[src/inc/ocsi_consts.svh]
`ifndef OCSI_CONSTS_SVH
`define OCSI_CONSTS_SVH
// ---------------------------------------------
// object indices and subindices
// ---------------------------------------------
`define OCSI_IDX_STATUS 16'h6000
`define OCSI_IDX_CTRL 16'h7000
`define OCSI_IDX_DIAG 16'h10f3
`define OCSI_IDX_TIME 16'h10f8
`define OCSI_IDX_DEVTYPE 16'h1000
`define OCSI_SUB_EN 8'h01
`define OCSI_SUB_TRIP 8'h02
`define OCSI_SUB_HWP 8'h05
`define OCSI_SUB_WARN 8'h08
`define OCSI_SUB_LOCK 8'h09
`define OCSI_SUB_DIAG 8'h0d
`define OCSI_SUB_INVAL 8'h0e
`define OCSI_SUB_CNT 8'h0f
`define OCSI_SUB_ERR 8'h13
`define OCSI_SUB_RST_ECHO 8'h14
`define OCSI_SUB_SW_ECHO 8'h15
`define OCSI_SUB_CLR_CMD 8'h01
`define OCSI_SUB_CONN_CMD 8'h02
`define OCSI_SUB_CAP 8'h01
`define OCSI_SUB_LATEST 8'h02
`define OCSI_SUB_ACKED 8'h03
`define OCSI_SUB_PEND 8'h04
`define OCSI_SUB_FLAGS 8'h05
`define OCSI_SUB_MSG0 8'h06
// ---------------------------------------------
// limits, profile and timing
// ---------------------------------------------
`define OCSI_DIAG_MAX 50
`define OCSI_COMM_PROFILE 16'h1389
`define OCSI_CLK_PERIOD_NS 40
`define OCSI_TICK_NS 64'h0000_0000_0000_0028
`endif

[src/inc/ocsi_pkg.sv]
package ocsi_pkg;
  // per-channel input status image
  typedef struct packed {
    logic switched_on;
    logic tripped;
    logic hw_protect;
    logic prewarn;
    logic restart_lock;
    logic new_diag;
    logic data_invalid;
    logic [1:0] fresh_cnt;
    logic hw_fault;
    logic reset_echo;
    logic switch_echo;
  } ocsi_status_type;
  // per-channel live state from the protection logic
  typedef struct packed {
    logic switched_on;
    logic tripped;
    logic hw_protect;
    logic restart_lock;
    logic hw_fault;
    logic fresh;
    logic valid;
    logic [15:0] current;
    logic [15:0] warn_level;
  } ocsi_live_type;
  // object access request
  typedef struct packed {
    logic rd;
    logic wr;
    logic [15:0] index;
    logic [7:0] sub;
    logic [2:0] word;
    logic [31:0] wdata;
  } ocsi_req_type;
  typedef enum logic [1:0] {
    OCSI_IDLE = 2'b01,
    OCSI_ANSWER = 2'b10
  } ocsi_state_type;
endpackage : ocsi_pkg

[src/ocsi_image.sv]
// Contract
// - two independent channels, status and control chosen by index 0 or 1.
// - the hardware protection flag is high only while the fault persists.
// - the prewarning flag is set when current is at or above the threshold.
// - the diagnosis flag rises whenever a new history entry is added.
// - the validity bit reads 0 for valid data and 1 for invalid data.
// - a 2-bit wrapping counter advances only on a fresh value, else holds.
// - the history reports its capacity and holds at most fifty messages.
// - a read-only pointer holds the subindex of the newest stored message.
// - the master writes the last confirmed subindex and the device keeps it.
// - the device type word is 5001 low and the module profile high.
`timescale 1ns/1ps
`default_nettype none
`include "ocsi_consts.svh"
module ocsi_image
  import ocsi_pkg::*;
#(
  parameter int DIAG_DEPTH = 16,
  parameter logic [15:0] MODULE_PROFILE = 16'h0abc // arbitrary value
) (
  input wire logic mclk,
  input wire logic arst_n,
  input wire ocsi_live_type live [2],
  input wire ocsi_req_type req,
  input wire logic diag_add,
  input wire logic diag_chan,
  input wire logic [159:0] diag_msg,
  output ocsi_status_type status [2],
  output logic [1:0] trip_clear_cmd,
  output logic [1:0] connect_cmd,
  output logic ack,
  output logic err,
  output logic [31:0] rd_data
);
  localparam int PW = $clog2(DIAG_DEPTH);
  localparam logic [7:0] DEPTH8 = 8'(DIAG_DEPTH);

  // ---------------------------------------------
  // helpers
  // ---------------------------------------------
  // channel picked by the n digit of 60n0 / 70n0, or 2 (bit 1 set) on mismatch
  function automatic logic [1:0] chan_of(input logic [15:0] idx,
                                         input logic [15:0] base);
    logic [1:0] r;
    r = 2'b10;
    if ((idx & 16'hff0f) == base && idx[7:4] < 4'h2) begin
      r = {1'b0, idx[4]};
    end
    return r;
  endfunction : chan_of

  function automatic logic [1:0] inc2(input logic [1:0] v);
    return 2'(v + 2'h1);
  endfunction : inc2

  // ---------------------------------------------
  // channel status and control
  // ---------------------------------------------
  ocsi_status_type st_reg [2];
  ocsi_status_type st_next [2];
  logic [1:0] clr_reg, clr_next, conn_reg, conn_next;
  logic [1:0] ndiag_reg, ndiag_next;
  logic [7:0] latest_reg, latest_next, acked_reg, acked_next;
  logic [15:0] flags_reg, flags_next;
  logic [PW-1:0] wptr_reg, wptr_next;
  logic [63:0] time_reg, time_next;
  logic [1:0] wch;

  assign wch = chan_of(req.index, `OCSI_IDX_CTRL);

  // control bits come from master writes; the echo follows them
  always_comb begin
    clr_next = clr_reg;
    conn_next = conn_reg;
    if (req.wr && !wch[1]) begin
      if (req.sub == `OCSI_SUB_CLR_CMD) begin
        clr_next[wch[0]] = req.wdata[0];
      end
      if (req.sub == `OCSI_SUB_CONN_CMD) begin
        conn_next[wch[0]] = req.wdata[0];
      end
    end
  end

  // new-diag flag: set on add wins over the ack that clears it
  always_comb begin
    ndiag_next = ndiag_reg;
    if (req.wr && req.index == `OCSI_IDX_DIAG &&
        req.sub == `OCSI_SUB_ACKED && req.wdata[7:0] == latest_reg) begin
      ndiag_next = 2'b00;
    end
    if (diag_add) begin
      ndiag_next[diag_chan] = 1'b1;
    end
  end

  // image of each channel, one cycle behind the live state
  always_comb begin
    for (int c = 0; c < 2; c++) begin
      st_next[c] = st_reg[c];
      st_next[c].switched_on = live[c].switched_on;
      st_next[c].tripped = live[c].tripped;
      st_next[c].hw_protect = live[c].hw_protect;
      st_next[c].prewarn = live[c].current >= live[c].warn_level;
      st_next[c].restart_lock = live[c].restart_lock;
      st_next[c].new_diag = ndiag_next[c];
      st_next[c].data_invalid = ~live[c].valid;
      st_next[c].hw_fault = live[c].hw_fault;
      st_next[c].reset_echo = clr_next[c];
      st_next[c].switch_echo = conn_next[c];
      if (live[c].fresh) begin
        st_next[c].fresh_cnt = inc2(st_reg[c].fresh_cnt);
      end
    end
  end

  always_ff @(posedge mclk or negedge arst_n) begin
    if (!arst_n) begin
      st_reg[0] <= '0;
      st_reg[1] <= '0;
      clr_reg <= 2'h0;
      conn_reg <= 2'h0;
      ndiag_reg <= 2'h0;
    end else begin
      st_reg <= st_next;
      clr_reg <= clr_next;
      conn_reg <= conn_next;
      ndiag_reg <= ndiag_next;
    end
  end

  assign status = st_reg;
  assign trip_clear_cmd = clr_reg;
  assign connect_cmd = conn_reg;

  // ---------------------------------------------
  // diagnosis history and time stamp
  // ---------------------------------------------
  // ring store; the oldest entry is overwritten once full
  logic [159:0] msg_mem [DIAG_DEPTH];

  always_comb begin
    wptr_next = wptr_reg;
    latest_next = latest_reg;
    acked_next = acked_reg;
    flags_next = flags_reg;
    time_next = time_reg + `OCSI_TICK_NS;
    if (diag_add) begin
      latest_next = `OCSI_SUB_MSG0 + 8'(wptr_reg);
      wptr_next = (wptr_reg == PW'(DIAG_DEPTH - 1)) ? '0 :
                  PW'(wptr_reg + 1'b1);
    end
    if (req.wr && req.index == `OCSI_IDX_DIAG) begin
      if (req.sub == `OCSI_SUB_ACKED) begin
        acked_next = req.wdata[7:0];
      end
      if (req.sub == `OCSI_SUB_FLAGS) begin
        flags_next = req.wdata[15:0];
      end
    end
  end

  always_ff @(posedge mclk) begin
    if (diag_add) begin
      msg_mem[wptr_reg] <= diag_msg;
    end
  end

  always_ff @(posedge mclk or negedge arst_n) begin
    if (!arst_n) begin
      wptr_reg <= '0;
      latest_reg <= 8'h00;
      acked_reg <= 8'h00;
      flags_reg <= 16'h0000;
      time_reg <= 64'h0;
    end else begin
      wptr_reg <= wptr_next;
      latest_reg <= latest_next;
      acked_reg <= acked_next;
      flags_reg <= flags_next;
      time_reg <= time_next;
    end
  end

  // ---------------------------------------------
  // object read port
  // ---------------------------------------------
  ocsi_state_type state_reg, state_next;
  logic err_next;
  logic [31:0] rd_next;
  logic [1:0] rch;
  logic [7:0] moff;
  logic [2:0] wsel;

  assign rch = chan_of(req.index, `OCSI_IDX_STATUS);
  assign moff = 8'(req.sub - `OCSI_SUB_MSG0);
  assign wsel = (req.word > 3'h4) ? 3'h4 : req.word;

  // answers every request one cycle later; reads of unknown objects flag err
  always_comb begin
    state_next = (req.rd || req.wr) ? OCSI_ANSWER : OCSI_IDLE;
    err_next = 1'b0;
    rd_next = 32'h0;
    if (req.rd) begin
      err_next = 1'b1;
      if (!rch[1]) begin
        err_next = 1'b0;
        unique case (req.sub)
          `OCSI_SUB_EN: rd_next[0] = st_reg[rch[0]].switched_on;
          `OCSI_SUB_TRIP: rd_next[0] = st_reg[rch[0]].tripped;
          `OCSI_SUB_HWP: rd_next[0] = st_reg[rch[0]].hw_protect;
          `OCSI_SUB_WARN: rd_next[0] = st_reg[rch[0]].prewarn;
          `OCSI_SUB_LOCK: rd_next[0] = st_reg[rch[0]].restart_lock;
          `OCSI_SUB_DIAG: rd_next[0] = st_reg[rch[0]].new_diag;
          `OCSI_SUB_INVAL: rd_next[0] = st_reg[rch[0]].data_invalid;
          `OCSI_SUB_CNT: rd_next[1:0] = st_reg[rch[0]].fresh_cnt;
          `OCSI_SUB_ERR: rd_next[0] = st_reg[rch[0]].hw_fault;
          `OCSI_SUB_RST_ECHO: rd_next[0] = st_reg[rch[0]].reset_echo;
          `OCSI_SUB_SW_ECHO: rd_next[0] = st_reg[rch[0]].switch_echo;
          default: err_next = 1'b1;
        endcase
      end else if (!wch[1]) begin
        err_next = 1'b0;
        unique case (req.sub)
          `OCSI_SUB_CLR_CMD: rd_next[0] = clr_reg[wch[0]];
          `OCSI_SUB_CONN_CMD: rd_next[0] = conn_reg[wch[0]];
          default: err_next = 1'b1;
        endcase
      end else if (req.index == `OCSI_IDX_DIAG) begin
        err_next = 1'b0;
        if (req.sub == `OCSI_SUB_CAP) begin
          rd_next[7:0] = DEPTH8;
        end else if (req.sub == `OCSI_SUB_LATEST) begin
          rd_next[7:0] = latest_reg;
        end else if (req.sub == `OCSI_SUB_ACKED) begin
          rd_next[7:0] = acked_reg;
        end else if (req.sub == `OCSI_SUB_PEND) begin
          rd_next[0] = latest_reg != acked_reg;
        end else if (req.sub == `OCSI_SUB_FLAGS) begin
          rd_next[15:0] = flags_reg;
        end else if (req.sub >= `OCSI_SUB_MSG0 && moff < DEPTH8) begin
          rd_next = msg_mem[moff[PW-1:0]][wsel*32 +: 32];
        end else begin
          err_next = 1'b1;
        end
      end else if (req.index == `OCSI_IDX_TIME) begin
        err_next = 1'b0;
        rd_next = req.word[0] ? time_reg[63:32] : time_reg[31:0];
      end else if (req.index == `OCSI_IDX_DEVTYPE) begin
        err_next = 1'b0;
        rd_next = {MODULE_PROFILE, `OCSI_COMM_PROFILE};
      end
    end
  end

  always_ff @(posedge mclk or negedge arst_n) begin
    if (!arst_n) begin
      state_reg <= OCSI_IDLE;
      err <= 1'b0;
      rd_data <= 32'h0;
    end else begin
      state_reg <= state_next;
      err <= err_next;
      rd_data <= rd_next;
    end
  end

  // the one-hot answer bit is the ack flop, so no second copy is kept
  assign ack = state_reg[1];
endmodule : ocsi_image
`default_nettype wire

[config.mk]
export PLATFORM = sky130hd
export DESIGN_NAME = ocsi_image
export DESIGN_NICKNAME = d
export VERILOG_FILES = /design/src/inc/ocsi_pkg.sv /design/src/ocsi_image.sv
export VERILOG_INCLUDE_DIRS = /design/src /design/src/inc
export SDC_FILE = /design/constraint.sdc
export NUM_CORES = 2
export LEC_CHECK = 0
export BUFFER_PORTS_ARGS = -buffer_cell sky130_fd_sc_hd__buf_4
export CAP_MARGIN = 20
export CORE_MARGIN = 8
export CORE_UTILIZATION = 56
export CTS_CLUSTER_SIZE = 25
export DETAILED_ROUTE_END_ITERATION = 16
export PLACE_DENSITY = 0.77
export SLEW_MARGIN = 20
export SYNTH_ARGS = -nofsm -noshare
export SYNTH_HDL_FRONTEND = slang
export SYNTH_SLANG_ARGS = --single-unit
[constraint.sdc]
create_clock -name mclk -period 12.93 [get_ports mclk]
set_input_delay 1.9395 -clock mclk [delete_from_list [all_inputs] [get_ports mclk]]
set_output_delay 1.9395 -clock mclk [all_outputs]
set_load 0.03 [all_outputs]
==> flow_summary_export.csv <==
group,metric,value,unit
floorplanning,coreArea,187400,µm²
synthesis,synth_warnings,0,
detailed_routing,drt-initial-drc-count,6891,
synthesis,synth_top_area_share,0.7290,
clocking,cts.sinks,2712,
worst_hold_path,holdPathStages,1,
clocking,cts-root-buf,"clkbuf_16",
clocking,cts_setup_buffers,0,
worst_setup_path,worstSetupStartpointType,"input pin",
worst_setup_path,reg2reg_setup_slack,8.65,ns
power,leakage,39.03,nW
timing,finalSetupViolCount,0,
detailed_routing,routed_wl,268300,µm
clocking,htreeDepth,5,
worst_setup_path,cpPeakStageDelay,0.76,ns
worst_hold_path,hold_path_class,"reg2reg",
timing,layout_min_cycle_time,6.081,ns
worst_setup_path,r2r-start,"wptr_reg[2]",
timing,fin_hold_ws,0.4770,ns
clocking,hold_buffers,0,
synthesis,synth.top_cells.by_area,"edfxtp_1 (73%), mux4_2 (17%), dfrtp_1 (3.6%)",
timing,fin_skew,0.05612,ns
synthesis,syn_area,105400,µm²
floorplanning,rows,159,
clocking,clock_latency,0.91,ns
clocking,cts_tree,"yes",
floorplanning,dieArea,202400,µm²
global_route,grt_usage,0.2610,
placed_design,finalWeightedCongestion,0.8848,
clocking,cts_buffers,282,
timing,tns,0,ns
cells_and_area,largest_reg_flops,2560,
global_route,antenna_found_initial,45,
status,outcome,"completed",
detailed_routing,vias_per_cell,6.622,
worst_setup_path,cp-end-kind,"flop",
floorplanning,num_io_pins,365,
clocking,clk_path_buf_depth,4,
synthesis,ys_seq_elements,2712,
timing,finalCritPeriodShare,0.4703,
power,peakVddDrop,192.3,µV
floorplanning,die_w,449.9,µm
synthesis,synth_nets,4918,
worst_setup_path,worst_r2r_endpoint,"msg_mem[12][113]",
placed_design,io_buffers,348,
global_route,grt_pass1_vias,53090,
cells_and_area,final_nets,5403,
global_route,grt_max_degree,129,
timing,maxSlewViolCount,0,
synthesis,synth_area_per_cell,23.05,µm²
timing,slew_headroom,0.1814,
clocking,path_clk_slew,0.06,ns
placed_design,hpwl,139900,µm
timing,rsz0062_at_grt,"no",
synthesis,synth_cell_types,65,
timing,finalHoldViolations,0,
detailed_routing,num_vias,51380,
synthesis,synth-edff-count,2560,
floorplanning,start_util,0.5627,
worst_hold_path,hp-start,"time_reg[3]",
floorplanning,dieHeight,449.9,µm
cells_and_area,area_growth,13.30,%
synthesis,seq_area_frac_synth,0.7651,
synthesis,synthArstFlopShare,0.05605,
detailed_routing,drtAntennaViolNets,0,
flow_run,max-cap-violations,0,
worst_hold_path,holdPathEnd,"time_reg[3]",
detailed_routing,drtPass1Iterations,5,
worst_setup_path,worstPathRequired,13.69,ns
placed_design,placed_cell_area,110900,µm²
worst_setup_path,worstPathCellList,"buf_8 -> buf_4 -> buf_12 -> buf_12 -> mux4_2 -> mux4_2 -> mux2i_1 -> nor2_1 -> o21ai_0 -> a31oi_1",
power,power.density,169.8,nW/µm²
global_route,grt_pass1_wl,383000,µm
detailed_routing,routedWlPerCell,34.58,µm
cells_and_area,design_area,119500,µm²
synthesis,syn_inst,4575,
worst_setup_path,slowest_stage,"buf_4",
clocking,post_cts_resized,0,
cells_and_area,drive_gt1_frac,0.3157,
worst_setup_path,worstPathMaxFanout,128,
worst_setup_path,cp.arrival,6.85,ns
synthesis,synth-main-ff-cell,"edfxtp_1",
worst_setup_path,timing_worst_setup_path_type,"in2reg",
detailed_routing,drc_errors,0,
worst_setup_path,r2r_cells,5,
timing,max_freq,164.5,MHz
timing,worst_pin_slew,1.228,ns
synthesis,yosysTopAreaCell,"edfxtp_1",
global_route,grt-ovfl-total,0,
cells_and_area,final_util,0.6375,
through the flow:
step           worst slack, ns  instances  power (mW)
5_1_grt                  6.781       7748       20.79
4_1_cts                  7.023       7731       20.37
2_1_floorplan          -0.8068       4575       11.98
3_3_place_gp             6.066       7271       12.71
3_5_place_dp             6.043       7271       12.79
6_report                 6.849       7759       20.28
cells in the mapped netlist (12+ instances only):
master,instances
a211oi_1,16
a21o_1,17
a21oi_1,30
a221oi_1,18
a22oi_1,12
and3_1,22
buf_2,73
buf_4,28
clkbuf_1,108
dfrtp_1,152
edfxtp_1,2560
ha_1,40
inv_1,49
mux2_2,54
mux2i_1,102
mux4_2,782
nand2_1,84
nand3_1,33
nand4_1,27
nor2_1,90
nor3_1,15
o21ai_0,31
o22ai_1,12
xnor2_1,62
xor2_1,16
cell families (layout without fill, tap and decap cells):
family,count (synthesis),count (layout),synth area share
mux,938,938,0.1825
simple gates,336,336,0.01594
fa+ha+maj,40,40,0.004746
other cells,0,28,0
buf+inv,276,937,0.01233
flops,2712,2712,0.7651
xor+xnor,79,79,0.006633
compound gates,194,194,0.01279
area by class of cell:
type	count	area (µm²)
antenna	28	70.07
multi-input combinational	1587	23590
sequential	2712	80680
fill	11810	67930
tap	2495	3122
timing repair buffer	428	3382
clock buffer	348	7476
inverter	49	185.2
clock inverter	112	972.2
report_power, final:
part           switching [mW]  leakage, nW  total [mW]  internal, mW
sequential              0.201         25.1        10.6          10.4
combinational            1.32         9.75        2.03         0.715
clock                    3.21         4.13        7.63          4.42
total                    4.73         39.0        20.3          15.6
worst max-delay path: cells and delay by family:
kind / cells / cell delay, ns
buffers and inverters: 4 / 2.22
multiplexers: 3 / 1.30
AO/OA/AOI/OAI: 2 / 0.59
AND/OR/NAND/NOR: 1 / 0.13
how the worst max path moves through the flow:
stage | start | end | depth (start not counted)
after floorplan | diag_add | msg_mem[3][0] | 2
after detailed placement | req[36] | rd_data[9] | 10
final | req[36] | rd_data[2] | 10
after global placement | req[36] | rd_data[2] | 10
after global routing | req[36] | rd_data[9] | 10
after CTS | req[36] | rd_data[9] | 10
metal layers:
layer	wire, µm	share of wire	GRT usage
met1	97020	0.36	0.3441
met2	134000	0.50	0.4283
met3	25800	0.096	0.05336
met4	11390	0.042	0.1125
met5	91	0.00034	0
cell usage in the layout, fill, tap and decap left out, drive strengths merged, types with 11 or more instances in the layout:
| cell | count |
|---|---|
| diode | 28 |
| a22oi | 12 |
| mux2 | 54 |
| nor3 | 15 |
| and2 | 13 |
| a211oi | 16 |
| clkinv | 83 |
| xor2 | 17 |
| mux4 | 782 |
| xnor2 | 62 |
| mux2i | 102 |
| and3 | 22 |
| o21ai | 33 |
| a21o | 17 |
| nand2 | 84 |
| a21oi | 30 |
| a221oi | 18 |
| nand4 | 27 |
| nor2 | 92 |
| clkbuf | 348 |
| inv | 56 |
| buf | 428 |
| dfrtp | 152 |
| o221ai | 11 |
| edfxtp | 2560 |
| nand3 | 33 |
| o22ai | 12 |
| bufinv | 17 |
| ha | 40 |
Note: power is estimated with default switching activity, not from simulation.
